===== config.mk =====
export PLATFORM = sky130hd
export DESIGN_NAME = output_disable_fault_detect
export DESIGN_NICKNAME = d
export VERILOG_FILES = /design/src/fault_detect_pkg.sv /design/src/pin_sync.sv /design/src/low_sample_filter.sv /design/src/output_disable_fault_detect.sv
export VERILOG_INCLUDE_DIRS = /design/src /design/src/src
export SDC_FILE = /design/constraint.sdc
export NUM_CORES = 1
export LEC_CHECK = 0
export BUFFER_PORTS_ARGS = -buffer_cell sky130_fd_sc_hd__buf_2
export CAP_MARGIN = 20
export CORE_MARGIN = 2
export CORE_UTILIZATION = 30
export CTS_CLUSTER_SIZE = 20
export DETAILED_ROUTE_END_ITERATION = 6
export PLACE_DENSITY = 0.6
export SETUP_SLACK_MARGIN = 0.02
export SLEW_MARGIN = 20
export SYNTH_ARGS = -nofsm -noshare
export SYNTH_HDL_FRONTEND = slang
export SYNTH_SLANG_ARGS = --single-unit

===== constraint.sdc =====
create_clock -name clock -period 2.5 [get_ports clock]
set_clock_uncertainty 0.05 [all_clocks]
set_input_delay 0.125 -clock clock [delete_from_list [all_inputs] [get_ports clock]]
set_output_delay 0.125 -clock clock [all_outputs]
set_load 0.1 [all_outputs]

===== src/fault_detect_cfg.svh =====
`ifndef FAULT_DETECT_CFG_SVH
`define FAULT_DETECT_CFG_SVH
// Notes on behaviour
// - mode 0000 accepts a request on a falling edge of the fault pin.
// - modes 0001/0010/0011 sample the pin at clock/8, /16, /128, counting consecutive lows.
// - modes 0100/0101/0110 sample the pin at clock, clock/2, clock/4, counting consecutive lows.
// - a four-bit sample count field picks how many consecutive lows are needed.
// - the input request flag sets when the chosen condition occurs on the fault pin.
// - input request flag clears only by writing 0 after reading it as 1.
// - in sampling modes a clearing write works only while the fault pin is high.
// - conduction flag a covers three complementary pin pairs of the first group.
// - flag a sets when pair 3b/3d, 4a/4c or 4b/4d is both active while enabled.
// - a pair with no output-disable enable never sets a conduction flag.
// - conduction flag a clears only by writing 0 after reading it as 1.
// - a clearing write to a conduction flag needs the group pins at inactive level.
// - conduction flag b sets when pair 6b/6d is both active while enabled.
// - flag b also sets for pairs 7a/7c and 7b/7d when enabled.
// - conduction flag b clears by write 0 after read 1, pins inactive only.

`define ADDR_W 8
`define REG_INPUT_REQ 8'h00
`define REG_SHORT_A 8'h04
`define REG_SHORT_B 8'h08
`define REG_HIZ_EN 8'h0c
`define REG_MODE_EN 8'h10
`define REG_IRQ_STATUS 8'h14
`define REG_IRQ_MASK 8'h18

`define MODE_LO 0
`define MODE_HI 3
`define COUNT_LO 4
`define COUNT_HI 7
`define INPUT_FLAG_BIT 12
`define SHORT_FLAG_BIT 0

`define MODE_EDGE 4'h0
`define MODE_DIV8 4'h1
`define MODE_DIV16 4'h2
`define MODE_DIV128 4'h3
`define MODE_DIV1 4'h4
`define MODE_DIV2 4'h5
`define MODE_DIV4 4'h6

`define DIV_W 7
`define DIV2_MASK 7'h01
`define DIV4_MASK 7'h03
`define DIV8_MASK 7'h07
`define DIV16_MASK 7'h0f
`define DIV128_MASK 7'h7f

`define PAIRS 6
`define PWM_PINS 12
`define GROUP_A_PINS 12'h03f
`define GROUP_B_PINS 12'hfc0
`define GROUP_A_PAIRS 6'h07
`define GROUP_B_PAIRS 6'h38
`define IRQ_W 3
`define IRQ_INPUT 0
`define IRQ_SHORT_A 1
`define IRQ_SHORT_B 2

`define CNT_W 5
`define SAMPLE_MAP_DEFAULT 64'hfedcba9876543210

`define RESP_OKAY 2'h0
`define RESP_SLVERR 2'h2
`endif


===== src/fault_detect_pkg.sv =====
`include "fault_detect_cfg.svh"
package fault_detect_pkg;
    typedef logic [3:0] mode_t;
    typedef logic [`ADDR_W-1:0] addr_t;

    typedef struct packed {
        logic aw_got;
        addr_t awaddr;
        logic w_got;
        logic [31:0] wdata;
        logic [3:0] wstrb;
        logic awready;
        logic wready;
        logic bvalid;
        logic [1:0] bresp;
        logic arready;
        logic rvalid;
        logic [31:0] rdata;
        logic [1:0] rresp;
        mode_t mode;
        logic [3:0] count_sel;
        logic input_flag;
        logic input_armed;
        logic flag_a;
        logic armed_a;
        logic flag_b;
        logic armed_b;
        logic [`PAIRS-1:0] hiz_en;
        logic [`PWM_PINS-1:0] mode_en;
        logic [`IRQ_W-1:0] irq_status;
        logic [`IRQ_W-1:0] irq_mask;
        logic irq;
        logic [`DIV_W-1:0] div_cnt;
        logic pin_prev;
    } top_state_s;

    typedef struct packed {
        logic [`CNT_W-1:0] count;
        logic hit;
    } filter_state_s;
endpackage


===== src/pin_sync.sv =====
`timescale 1ns/1ps
`include "fault_detect_cfg.svh"
module pin_sync
    import fault_detect_pkg::*;
(
    input wire logic clock,
    input wire logic resetn,
    input wire logic [`PWM_PINS:0] pins_async,
    output logic [`PWM_PINS:0] pins_sync
);
    typedef struct packed {
        logic [`PWM_PINS:0] first;
        logic [`PWM_PINS:0] second;
    } sync_state_s;

    sync_state_s state;
    sync_state_s next_state;

    // first stage feeds only the second stage
    always_comb begin
        next_state.first = pins_async;
        next_state.second = state.first;
    end

    always_ff @(posedge clock) begin
        if (!resetn) begin
            state <= '1;
        end else begin
            state <= next_state;
        end
    end

    assign pins_sync = state.second;
endmodule


===== src/low_sample_filter.sv =====
`timescale 1ns/1ps
`include "fault_detect_cfg.svh"
module low_sample_filter
    import fault_detect_pkg::*;
(
    input wire logic clock,
    input wire logic resetn,
    input wire logic restart,
    input wire logic sample_en,
    input wire logic pin_low,
    input wire logic [`CNT_W-1:0] target,
    output logic hit
);
    filter_state_s state;
    filter_state_s next_state;

    // count saturates at the target so one low stretch gives a single hit
    always_comb begin
        next_state = state;
        next_state.hit = 1'b0;
        if (restart) begin
            next_state.count = '0;
        end else if (sample_en) begin
            if (!pin_low) begin
                next_state.count = '0;
            end else if (state.count < target) begin
                next_state.count = state.count + `CNT_W'(1);
                next_state.hit = (state.count + `CNT_W'(1)) == target;
            end
        end
    end

    always_ff @(posedge clock) begin
        if (!resetn) begin
            state <= '0;
        end else begin
            state <= next_state;
        end
    end

    assign hit = state.hit;
endmodule


===== src/output_disable_fault_detect.sv =====
`timescale 1ns/1ps
`include "fault_detect_cfg.svh"
module output_disable_fault_detect
    import fault_detect_pkg::*;
#(
    parameter logic [63:0] SAMPLE_COUNT_MAP = `SAMPLE_MAP_DEFAULT
)
(
    input wire logic clock,
    input wire logic resetn,
    input wire logic [`ADDR_W-1:0] s_axi_awaddr,
    input wire logic [2:0] s_axi_awprot,
    input wire logic s_axi_awvalid,
    output logic s_axi_awready,
    input wire logic [31:0] s_axi_wdata,
    input wire logic [3:0] s_axi_wstrb,
    input wire logic s_axi_wvalid,
    output logic s_axi_wready,
    output logic [1:0] s_axi_bresp,
    output logic s_axi_bvalid,
    input wire logic s_axi_bready,
    input wire logic [`ADDR_W-1:0] s_axi_araddr,
    input wire logic [2:0] s_axi_arprot,
    input wire logic s_axi_arvalid,
    output logic s_axi_arready,
    output logic [31:0] s_axi_rdata,
    output logic [1:0] s_axi_rresp,
    output logic s_axi_rvalid,
    input wire logic s_axi_rready,
    input wire logic fault_request_pin_n,
    input wire logic pwm_pin_3b,
    input wire logic pwm_pin_3d,
    input wire logic pwm_pin_4a,
    input wire logic pwm_pin_4c,
    input wire logic pwm_pin_4b,
    input wire logic pwm_pin_4d,
    input wire logic pwm_pin_6b,
    input wire logic pwm_pin_6d,
    input wire logic pwm_pin_7a,
    input wire logic pwm_pin_7c,
    input wire logic pwm_pin_7b,
    input wire logic pwm_pin_7d,
    output logic irq
);
    top_state_s state;
    top_state_s next_state;

    logic [`PWM_PINS:0] pins_async;
    logic [`PWM_PINS:0] pins_sync;
    logic [`PWM_PINS-1:0] pwm;
    logic fault_pin;
    logic filter_hit;
    logic sample_en;
    logic sampling_mode;
    logic [`CNT_W-1:0] target;
    logic [`PAIRS-1:0] conduct;

    // merges byte lanes of a write into a 16-bit register image
    function automatic logic [15:0] merge16(input logic [15:0] old_value, input logic [31:0] data,
                                            input logic [3:0] strb);
        logic [15:0] result;
        result = old_value;
        if (strb[0]) begin
            result[7:0] = data[7:0];
        end
        if (strb[1]) begin
            result[15:8] = data[15:8];
        end
        return result;
    endfunction

    // true when a write clears a flag bit: lane strobed and bit written as 0
    function automatic logic zero_written(input logic [31:0] data, input logic [3:0] strb, input int bit_pos);
        logic lane;
        lane = strb[bit_pos / 8];
        return lane && !data[bit_pos];
    endfunction

    function automatic logic sample_tick(input mode_t mode, input logic [`DIV_W-1:0] cnt);
        logic tick;
        tick = 1'b0;
        unique case (mode)
            `MODE_DIV8: tick = (cnt & `DIV8_MASK) == `DIV8_MASK;
            `MODE_DIV16: tick = (cnt & `DIV16_MASK) == `DIV16_MASK;
            `MODE_DIV128: tick = (cnt & `DIV128_MASK) == `DIV128_MASK;
            `MODE_DIV1: tick = 1'b1;
            `MODE_DIV2: tick = (cnt & `DIV2_MASK) == `DIV2_MASK;
            `MODE_DIV4: tick = (cnt & `DIV4_MASK) == `DIV4_MASK;
            default: tick = 1'b0;
        endcase
        return tick;
    endfunction

    function automatic logic [31:0] reg_image(input top_state_s s, input addr_t addr);
        logic [31:0] word;
        word = '0;
        unique case (addr)
            `REG_INPUT_REQ: begin
                word[`MODE_HI:`MODE_LO] = s.mode;
                word[`COUNT_HI:`COUNT_LO] = s.count_sel;
                word[`INPUT_FLAG_BIT] = s.input_flag;
            end
            `REG_SHORT_A: word[`SHORT_FLAG_BIT] = s.flag_a;
            `REG_SHORT_B: word[`SHORT_FLAG_BIT] = s.flag_b;
            `REG_HIZ_EN: word[`PAIRS-1:0] = s.hiz_en;
            `REG_MODE_EN: word[`PWM_PINS-1:0] = s.mode_en;
            `REG_IRQ_STATUS: word[`IRQ_W-1:0] = s.irq_status;
            `REG_IRQ_MASK: word[`IRQ_W-1:0] = s.irq_mask;
            default: word = '0;
        endcase
        return word;
    endfunction

    function automatic logic mapped(input addr_t addr);
        return addr == `REG_INPUT_REQ || addr == `REG_SHORT_A || addr == `REG_SHORT_B ||
               addr == `REG_HIZ_EN || addr == `REG_MODE_EN || addr == `REG_IRQ_STATUS ||
               addr == `REG_IRQ_MASK;
    endfunction

    assign pins_async = {fault_request_pin_n, pwm_pin_7d, pwm_pin_7b, pwm_pin_7c, pwm_pin_7a, pwm_pin_6d,
                         pwm_pin_6b, pwm_pin_4d, pwm_pin_4b, pwm_pin_4c, pwm_pin_4a, pwm_pin_3d, pwm_pin_3b};

    pin_sync u_sync (
        .clock(clock),
        .resetn(resetn),
        .pins_async(pins_async),
        .pins_sync(pins_sync)
    );

    assign pwm = pins_sync[`PWM_PINS-1:0];
    assign fault_pin = pins_sync[`PWM_PINS];
    assign sampling_mode = state.mode != `MODE_EDGE;
    assign sample_en = sample_tick(state.mode, state.div_cnt);
    assign target = `CNT_W'(SAMPLE_COUNT_MAP[state.count_sel * 4 +: 4]) + `CNT_W'(1);

    low_sample_filter u_filter (
        .clock(clock),
        .resetn(resetn),
        .restart(!sampling_mode),
        .sample_en(sample_en),
        .pin_low(!fault_pin),
        .target(target),
        .hit(filter_hit)
    );

    // pins are taken as active high; pair p is pins 2p and 2p+1
    always_comb begin
        for (int p = 0; p < `PAIRS; p++) begin
            conduct[p] = pwm[2 * p] && pwm[2 * p + 1] &&
                         (state.hiz_en[p] || state.mode_en[2 * p] || state.mode_en[2 * p + 1]);
        end
    end

    always_comb begin
        logic do_write;
        logic do_read;
        logic input_set;
        logic set_a;
        logic set_b;
        logic [`IRQ_W-1:0] events;
        logic [31:0] read_word;
        logic [15:0] merged;
        do_write = 1'b0;
        do_read = 1'b0;
        input_set = 1'b0;
        set_a = 1'b0;
        set_b = 1'b0;
        events = '0;
        read_word = '0;
        merged = '0;
        next_state = state;

        next_state.div_cnt = state.div_cnt + `DIV_W'(1);
        next_state.pin_prev = fault_pin;

        // address and data are taken in either order
        if (s_axi_awvalid && state.awready) begin
            next_state.aw_got = 1'b1;
            next_state.awaddr = s_axi_awaddr;
        end
        if (s_axi_wvalid && state.wready) begin
            next_state.w_got = 1'b1;
            next_state.wdata = s_axi_wdata;
            next_state.wstrb = s_axi_wstrb;
        end
        if (state.aw_got && state.w_got && !state.bvalid) begin
            do_write = 1'b1;
            next_state.aw_got = 1'b0;
            next_state.w_got = 1'b0;
            next_state.bvalid = 1'b1;
            next_state.bresp = mapped(state.awaddr) ? `RESP_OKAY : `RESP_SLVERR;
        end
        if (state.bvalid && s_axi_bready) begin
            next_state.bvalid = 1'b0;
        end

        if (s_axi_arvalid && state.arready) begin
            do_read = 1'b1;
            read_word = reg_image(state, s_axi_araddr);
            next_state.rvalid = 1'b1;
            next_state.rdata = read_word;
            next_state.rresp = mapped(s_axi_araddr) ? `RESP_OKAY : `RESP_SLVERR;
        end
        if (state.rvalid && s_axi_rready) begin
            next_state.rvalid = 1'b0;
        end

        // reading a flag as 1 arms the later clearing write
        if (do_read && s_axi_araddr == `REG_INPUT_REQ && state.input_flag) begin
            next_state.input_armed = 1'b1;
        end
        if (do_read && s_axi_araddr == `REG_SHORT_A && state.flag_a) begin
            next_state.armed_a = 1'b1;
        end
        if (do_read && s_axi_araddr == `REG_SHORT_B && state.flag_b) begin
            next_state.armed_b = 1'b1;
        end

        if (do_write) begin
            unique case (state.awaddr)
                `REG_INPUT_REQ: begin
                    merged = merge16({8'h00, state.count_sel, state.mode}, state.wdata, state.wstrb);
                    next_state.mode = merged[`MODE_HI:`MODE_LO];
                    next_state.count_sel = merged[`COUNT_HI:`COUNT_LO];
                    if (zero_written(state.wdata, state.wstrb, `INPUT_FLAG_BIT) && state.input_armed &&
                        (!sampling_mode || fault_pin)) begin
                        next_state.input_flag = 1'b0;
                        next_state.input_armed = 1'b0;
                    end
                end
                `REG_SHORT_A: begin
                    if (zero_written(state.wdata, state.wstrb, `SHORT_FLAG_BIT) && state.armed_a &&
                        (pwm & `GROUP_A_PINS) == '0) begin
                        next_state.flag_a = 1'b0;
                        next_state.armed_a = 1'b0;
                    end
                end
                `REG_SHORT_B: begin
                    if (zero_written(state.wdata, state.wstrb, `SHORT_FLAG_BIT) && state.armed_b &&
                        (pwm & `GROUP_B_PINS) == '0) begin
                        next_state.flag_b = 1'b0;
                        next_state.armed_b = 1'b0;
                    end
                end
                `REG_HIZ_EN: begin
                    merged = merge16({10'h000, state.hiz_en}, state.wdata, state.wstrb);
                    next_state.hiz_en = merged[`PAIRS-1:0];
                end
                `REG_MODE_EN: begin
                    merged = merge16({4'h0, state.mode_en}, state.wdata, state.wstrb);
                    next_state.mode_en = merged[`PWM_PINS-1:0];
                end
                `REG_IRQ_STATUS: begin
                    if (state.wstrb[0]) begin
                        next_state.irq_status = state.irq_status & ~state.wdata[`IRQ_W-1:0];
                    end
                end
                `REG_IRQ_MASK: begin
                    if (state.wstrb[0]) begin
                        next_state.irq_mask = state.wdata[`IRQ_W-1:0];
                    end
                end
                default: begin
                end
            endcase
        end

        // detection is applied after the clears so a same-cycle event wins
        unique case (state.mode)
            `MODE_EDGE: input_set = state.pin_prev && !fault_pin;
            `MODE_DIV8, `MODE_DIV16, `MODE_DIV128, `MODE_DIV1, `MODE_DIV2, `MODE_DIV4: begin
                input_set = filter_hit;
            end
            default: input_set = 1'b0;
        endcase
        set_a = |(conduct & `GROUP_A_PAIRS);
        set_b = |(conduct & `GROUP_B_PAIRS);
        if (input_set) begin
            next_state.input_flag = 1'b1;
        end
        if (set_a) begin
            next_state.flag_a = 1'b1;
        end
        if (set_b) begin
            next_state.flag_b = 1'b1;
        end
        events[`IRQ_INPUT] = input_set && !state.input_flag;
        events[`IRQ_SHORT_A] = set_a && !state.flag_a;
        events[`IRQ_SHORT_B] = set_b && !state.flag_b;
        next_state.irq_status = next_state.irq_status | events;
        next_state.irq = |(next_state.irq_status & next_state.irq_mask);

        // one write and one read in flight; readies drop until the answer is taken
        next_state.awready = !next_state.aw_got && !next_state.bvalid;
        next_state.wready = !next_state.w_got && !next_state.bvalid;
        next_state.arready = !next_state.rvalid;
    end

    always_ff @(posedge clock) begin
        if (!resetn) begin
            state <= '0;
            state.pin_prev <= 1'b1;
        end else begin
            state <= next_state;
        end
    end

    assign s_axi_awready = state.awready;
    assign s_axi_wready = state.wready;
    assign s_axi_bvalid = state.bvalid;
    assign s_axi_bresp = state.bresp;
    assign s_axi_arready = state.arready;
    assign s_axi_rvalid = state.rvalid;
    assign s_axi_rdata = state.rdata;
    assign s_axi_rresp = state.rresp;
    assign irq = state.irq;
endmodule


# Yosys cells after proc, flatten, opt, wreduce, memory -nomap -nowiden
# Cells that the tools add are included.
totals:
  elab_cells: 219
  out_inout_bits: 42
  register_bits: 147
classes:
  eq_ne: 23
  order_cmp: 1
  n_addsub: 3
  n_mux: 44
  n_bitwise: 8
  reduce_logical: 106
  shift: 1
op_table:
  columns: ["op", "n"]
  rows:
  - ["indexed part select 64 x 7 -> 4 bit (first input constant)", 1]
  - ["== test 8 x 5 -> 1 bit (second input constant)", 6]
  - ["logical AND 1 bit", 39]
  - ["2-to-1 mux 37 bit", 1]
  - ["2-to-1 mux 35 bit", 1]
  - ["== test 8 x 4 -> 1 bit (second input constant)", 4]
  - ["2-to-1 mux 30 bit", 1]
  - ["logical OR 1 bit", 25]
  - ["logical NOT 12 bit", 2]
  - ["AND reduction 3 bit", 7]
  - ["nonzero test 2 bit", 10]
  - ["2-to-1 mux 6 bit", 3]
  - ["== test 8 x 3 -> 1 bit (second input constant)", 2]
  - ["logical NOT 8 bit", 2]
  - ["2-to-1 mux 2 bit", 8]
  - ["2-to-1 mux 3 bit", 5]
  - ["2-to-1 mux 1 bit", 13]
  - ["== test 4 x 3 -> 1 bit (second input constant)", 3]
  - ["logical NOT 1 bit", 12]
  - ["2-to-1 mux 12 bit", 1]
  - ["one-hot mux 2 bit (5 select lines)", 1]
  - ["2-to-1 mux 9 bit", 1]
  - ["one-hot mux 3 bit (3 select lines)", 1]
  - ["OR reduction 3 bit", 3]
  - ["other kinds (27)", 34]

# Longest topological paths before layout
depth:
  depth_word: 12
  mapped_depth: 8
  ltp_nobuf: 8

# By module
# From an unflattened synthesis, not the netlist that was laid out.
hier_totals:
  hier_cells: 614
  hier_area_um2: 5479.0
by_module_without_submodules:
  columns: ["module", "cells_per_inst", "area_per_inst_um2", "seq_area_each_um2", "instances"]
  rows:
  - ["output_disable_fault_detect", 495, 4242.8, 1841.8, 1]
  - ["pin_sync", 54, 699.4, 520.5, 1]
  - ["low_sample_filter", 65, 536.8, 120.1, 1]

# Worst setup path before layout
# OpenSTA, ideal clock, no wires.
synth_path:
  path_type: "reg2reg"
  from: "reg state (netlist bit s_axi_bvalid)"
  to: "reg state (netlist bit irq)"
  path_buffers: 0
  setup_time_ns: 0.122
  path_stages_with_launch: 5
  required_ns: 2.328
  arrival_ns: 2.086
  synth_period_minus_slack_ns: 2.258
  setup_slack_ns: 0.242
  path_cell_list: "dfxtp_1 -> and4b_1 -> nand4_1 -> mux2_1 -> a221o_1"
synth_via:
  elab_chain_cells: 7
synth_lines:
  columns: ["item", "line_no", "rtl"]
  rows:
  - ["start: declaration", "output_disable_fault_detect.sv:45", "top_state_s state;"]
  - ["start signal: assignment", "output_disable_fault_detect.sv:304", "state <= next_state;"]
  - ["logical NOT 1 bit *", "output_disable_fault_detect.sv:186", "if (state.aw_got && state.w_got && !state.bvalid) begin"]
  - ["logical AND 1 bit *", "output_disable_fault_detect.sv:186", null]
  - ["2-to-1 mux 1 bit *", "output_disable_fault_detect.sv:186", null]
  - ["2-to-1 mux 30 bit *", "output_disable_fault_detect.sv:219", "if (do_write) begin"]
  - ["bitwise OR 3 bit", "output_disable_fault_detect.sv:290", "next_state.irq_status = next_state.irq_status | events;"]
  - ["AND 3 bit *", "output_disable_fault_detect.sv:291", "next_state.irq = |(next_state.irq_status & next_state.irq_mask);"]
  - ["OR reduction 3 bit *", "output_disable_fault_detect.sv:291", null]
# Mark *: on every way between the ends. The rest lies on a longest branch, timed or not. The select of a mux whose other input is x is not followed.
# A chain may end at the register's enable or synchronous reset.

# Worst setup path in the final report
layout_path:
  from: "reg state[39] in the netlist's numbering"
  to: "reg u_filter.state (netlist bit u_filter.hit)"
layout_via:
  elab_chain_cells: 5
layout_lines:
  columns: ["item", "line_no", "rtl"]
  rows:
  - ["indexed part select 64 x 7 -> 4 bit *", "output_disable_fault_detect.sv:134", "assign target = `CNT_W'(SAMPLE_COUNT_MAP[state.count_sel * 4 +: 4]) + `CNT_W'(1);"]
  - ["adder 4 x 1 -> 5 bit (no line) *", null, null]
  - ["< comparator 5 bit", "low_sample_filter.sv:26", "end else if (state.count < target) begin"]
  - ["inverter 1 bit (no line)", null, null]
  - ["OR reduction 5 bit (no line)", null, null]
  - ["end signal: assignment", "low_sample_filter.sv:37", "state <= next_state;"]
  - ["end: declaration", "low_sample_filter.sv:14", "filter_state_s state;"]
# Mark *: on every way between the ends. The rest lies on a longest branch, timed or not.

==> results.ini <==
[clock_tree]
clkTransAtPathRegs_ps = 60
clk_latency_ps = 420
cts-root-buf = clkbuf_16
cts_max_path_buffers = 2
cts_tree = built
cts_made_buffers = 17
htreeDepth = 4
postCtsSetupBuffers = 0
numClockSinks = 124

[global_routing]
overflow = 0
grt_max_degree = 48
grt_pass1_wl_um = 20930
track_usage_pct = 14.84
antenna_found_initial = 0
first_global_vias = 3978

[routing]
ant_nets = 0
drc = 0
drtIter0Drc = 290
vias = 4297
avgViaCountPerCell = 4.696
wl_um = 13170
firstDrtPassIters = 5
wire_per_inst_um = 14.39

[worst_setup_path]
crit_arrival_ps = 2520
slowest_delay_ps = 410
path_buf_inv = 0
path_cells = nand3_1 -> xor2_2 -> ha_1 -> a21o_1 -> a21oi_2 -> nand3_1 -> or3_1 -> nor3_1
crit_fanout = 5
crit_slowest_cell = dfxtp_1
r2r_cells = 8
cp.depth = 8
worstSetupPathType = reg2reg
cp-start-kind = register
endpoint_kind = register
required_ps = 2790
crit_family = simple AND/OR/NAND/NOR gates
cp_common_cell = nand3_1

[placed_design]
portBuffers = 71
dp_hpwl_um = 9414
gp_congestion = 0.8149

[cells_and_area]
antennaDiodeCount = 0
n_fill_cell = 1794
nets = 764
syn_to_final_growth_pct = 26.66
drive_gt1_share_pct = 17.68

[worst_hold_path]
hold_path_class = in2reg
min_delay_path_depth = 4

[synthesis]
yosysWarnings = 0
seq_area_frac_synth_pct = 47.26
avgSynthCellArea_sq_um = 8.979
ys_ff_latch = 124
synth_top_area_share_pct = 47.26
async_flop_share_pct = 0
synth_edf_count = 0
yosysTopAreaCell = dfxtp_1
synth_cell_types = 64
synth_top_flop_cell = dfxtp_1
netlist_instances = 585
syn-cell-area_sq_um = 5253
synth.area.top_cells = dfxtp_1 47%, nand2_1 5.8%, buf_4 5.3%

[sta]
finalHoldViolations = 0
max_freq_ghz = 0.4483
rsz0062_at_grt = no
max_slew_margin_pct = 57.79
setup_tns_ps = 0
period_needed_ps = 2231
final.period_utilization_pct = 89.23
tightest_slew_ps = 627.9
finalMaxSlewViolations = 0
setup_violations = 0

[floorplan]
dieArea_sq_um = 18580
rows = 48
die_w_um = 136.3
start_util_pct = 30.47
die-height_um = 136.3
fp.coreArea_sq_um = 17240
ios = 120

[power]
peakVddDrop_mv = 0.4746
power_mw = 5.169
p_per_area_nw_per_um2 = 777.0
p_leak_nw = 2.706

[run]
drv_cap = 0

[status]
status = finished, final reports clean

power by group:
| part | total (mW) | switching, mW | leakage, nW | internal, mW |
|---|---|---|---|---|
| logic | 0.485 | 0.355 | 1.40 | 0.130 |
| clock network | 2.60 | 0.957 | 0.300 | 1.65 |
| registers | 2.08 | 0.0466 | 1.01 | 2.04 |
| total | 5.17 | 1.36 | 2.71 | 3.81 |
synth_stat cells, types with 2 or more instances:
library cell and n:
a211o_1 2, a21oi_1 48, a221oi_1 3, a222oi_1 3, a22o_1 2, a22oi_1 4
a31oi_1 8, a32oi_1 2, and2_1 11, and3_1 6, and4b_1 2, buf_2 4
buf_4 37, clkbuf_1 19, dfxtp_1 124, ha_1 9, inv_1 14, mux2i_1 20
nand2_1 81, nand2b_1 28, nand3_1 24, nand4_1 3, nand4b_1 2, nor2_1 39
nor2b_1 4, nor3_1 12, nor4b_1 2, nor4b_2 3, o2111ai_1 2, o21ai_0 9
o21ai_1 3, o21bai_1 2, o22ai_1 4, o311ai_0 6, or3_1 2, or4_1 2
xnor2_1 6, xor2_1 7
per-layer routing:
layer / vias to the layer above / wire length [um] / track usage, %
li1: 2173 / - / -
met1: 1995 / 6261 / 19.75
met2: 120 / 6018 / 23.12
met3: 9 / 781 / 4.362
met4: 0 / 104 / 4.688
met5: - / 0 / 0
through the flow:
stage          area, sq um  hold slack, ps  cells  setup WS [ps]  utilization (%)
2_1_floorplan         5328           176.5    605          242.2                -
3_3_place_gp          5622           255.5    844          240.6            32.61
3_5_place_dp          5622           259.0    844          183.7            32.61
4_1_cts               6641           65.80    915          183.5            38.53
5_1_grt               6653           109.9    915          72.70            38.60
6_report              6653           107.9    915          269.2            38.60
registers in the layout (all words and copies together) (netlist names):
name and count:
u_filter.state 5, s_axi_awready 1, u_sync.pins_sync 13, u_sync.next_state 13, irq 1, s_axi_bresp 1, s_axi_bvalid 1, s_axi_rresp 1
s_axi_rdata 13, s_axi_arready 1, state 71, s_axi_wready 1, u_filter.hit 1, s_axi_rvalid 1
layout by cell type (no fill, tap or decap), types with 3 or more instances in the layout:
cell type / n
nor4b_2: 3
and2_1: 11
nand3_1: 24
o22ai_1: 4
a31oi_1: 8
inv_6: 6
clkinvlp_4: 3
nand2_1: 81
and3_1: 6
bufinv_16: 3
o21ai_0: 9
dfxtp_1: 124
clkbuf_16: 17
a222oi_1: 3
nor2_1: 39
nand4_1: 3
mux2i_1: 20
nor2b_1: 4
dlygate4sd3_1: 39
inv_1: 14
xor2_1: 6
buf_4: 4
a221oi_1: 3
a21oi_1: 47
nor3_1: 12
conb_1: 21
ha_1: 9
buf_2: 71
xnor2_1: 6
nand2b_1: 28
o21ai_1: 3
o311ai_0: 6
a22oi_1: 4
final timing paths:
check,endpoint,startpoint,slack [ps]
worst min register to register,u_sync.pins_sync[8]$_SDFF_PN1_,u_sync.next_state[8]$_SDFF_PN1_,350
worst max register to register,u_filter.hit$_SDFF_PP0_,state[39]$_SDFFE_PN0P_,270
worst max-delay path,u_filter.hit$_SDFF_PP0_,state[39]$_SDFFE_PN0P_,270
worst min-delay path,s_axi_rdata[4]$_SDFFE_PN0P_,s_axi_araddr[1],110
tightest hold or removal path, stage by stage:
cell and delay, ps:
buf_2 100, nor2_2 60, o2111ai_1 150, o21ai_1 90
what timing repair did:
| item | 4_1_cts | 5_1_grt |
|---|---|---|
| resized for setup | 0 | 2 |
| hold buffers | 39 | 0 |
| endpoints found under the hold margin | 41 | 0 |
| endpoints found under the setup margin | 0 | 4 |
cell type report:
class	count	area, sq um	share of cell area (%)
Multi-Input combinational cell	405	2427	36.49
Inverter	15	56.30	0.8463
Clock buffer	19	452.9	6.808
Sequential cell	124	2482	37.31
Timing Repair Buffer	114	775.7	11.66
Tap cell	225	281.5	4.232
Clock inverter	13	176.4	2.652
cell families after synthesis:
logic type                 synth area share, %
AOI/OAI and AO/OA                        13.17
xor gates and xnor gates                 2.168
adders and majority gates                2.144
buffers and inverters                    8.171
DFF                                      47.26
muxes                                    4.240
other                                  0.07139
and+or+nand+nor                          22.77
Note: power is estimated with default switching activity, not from simulation.
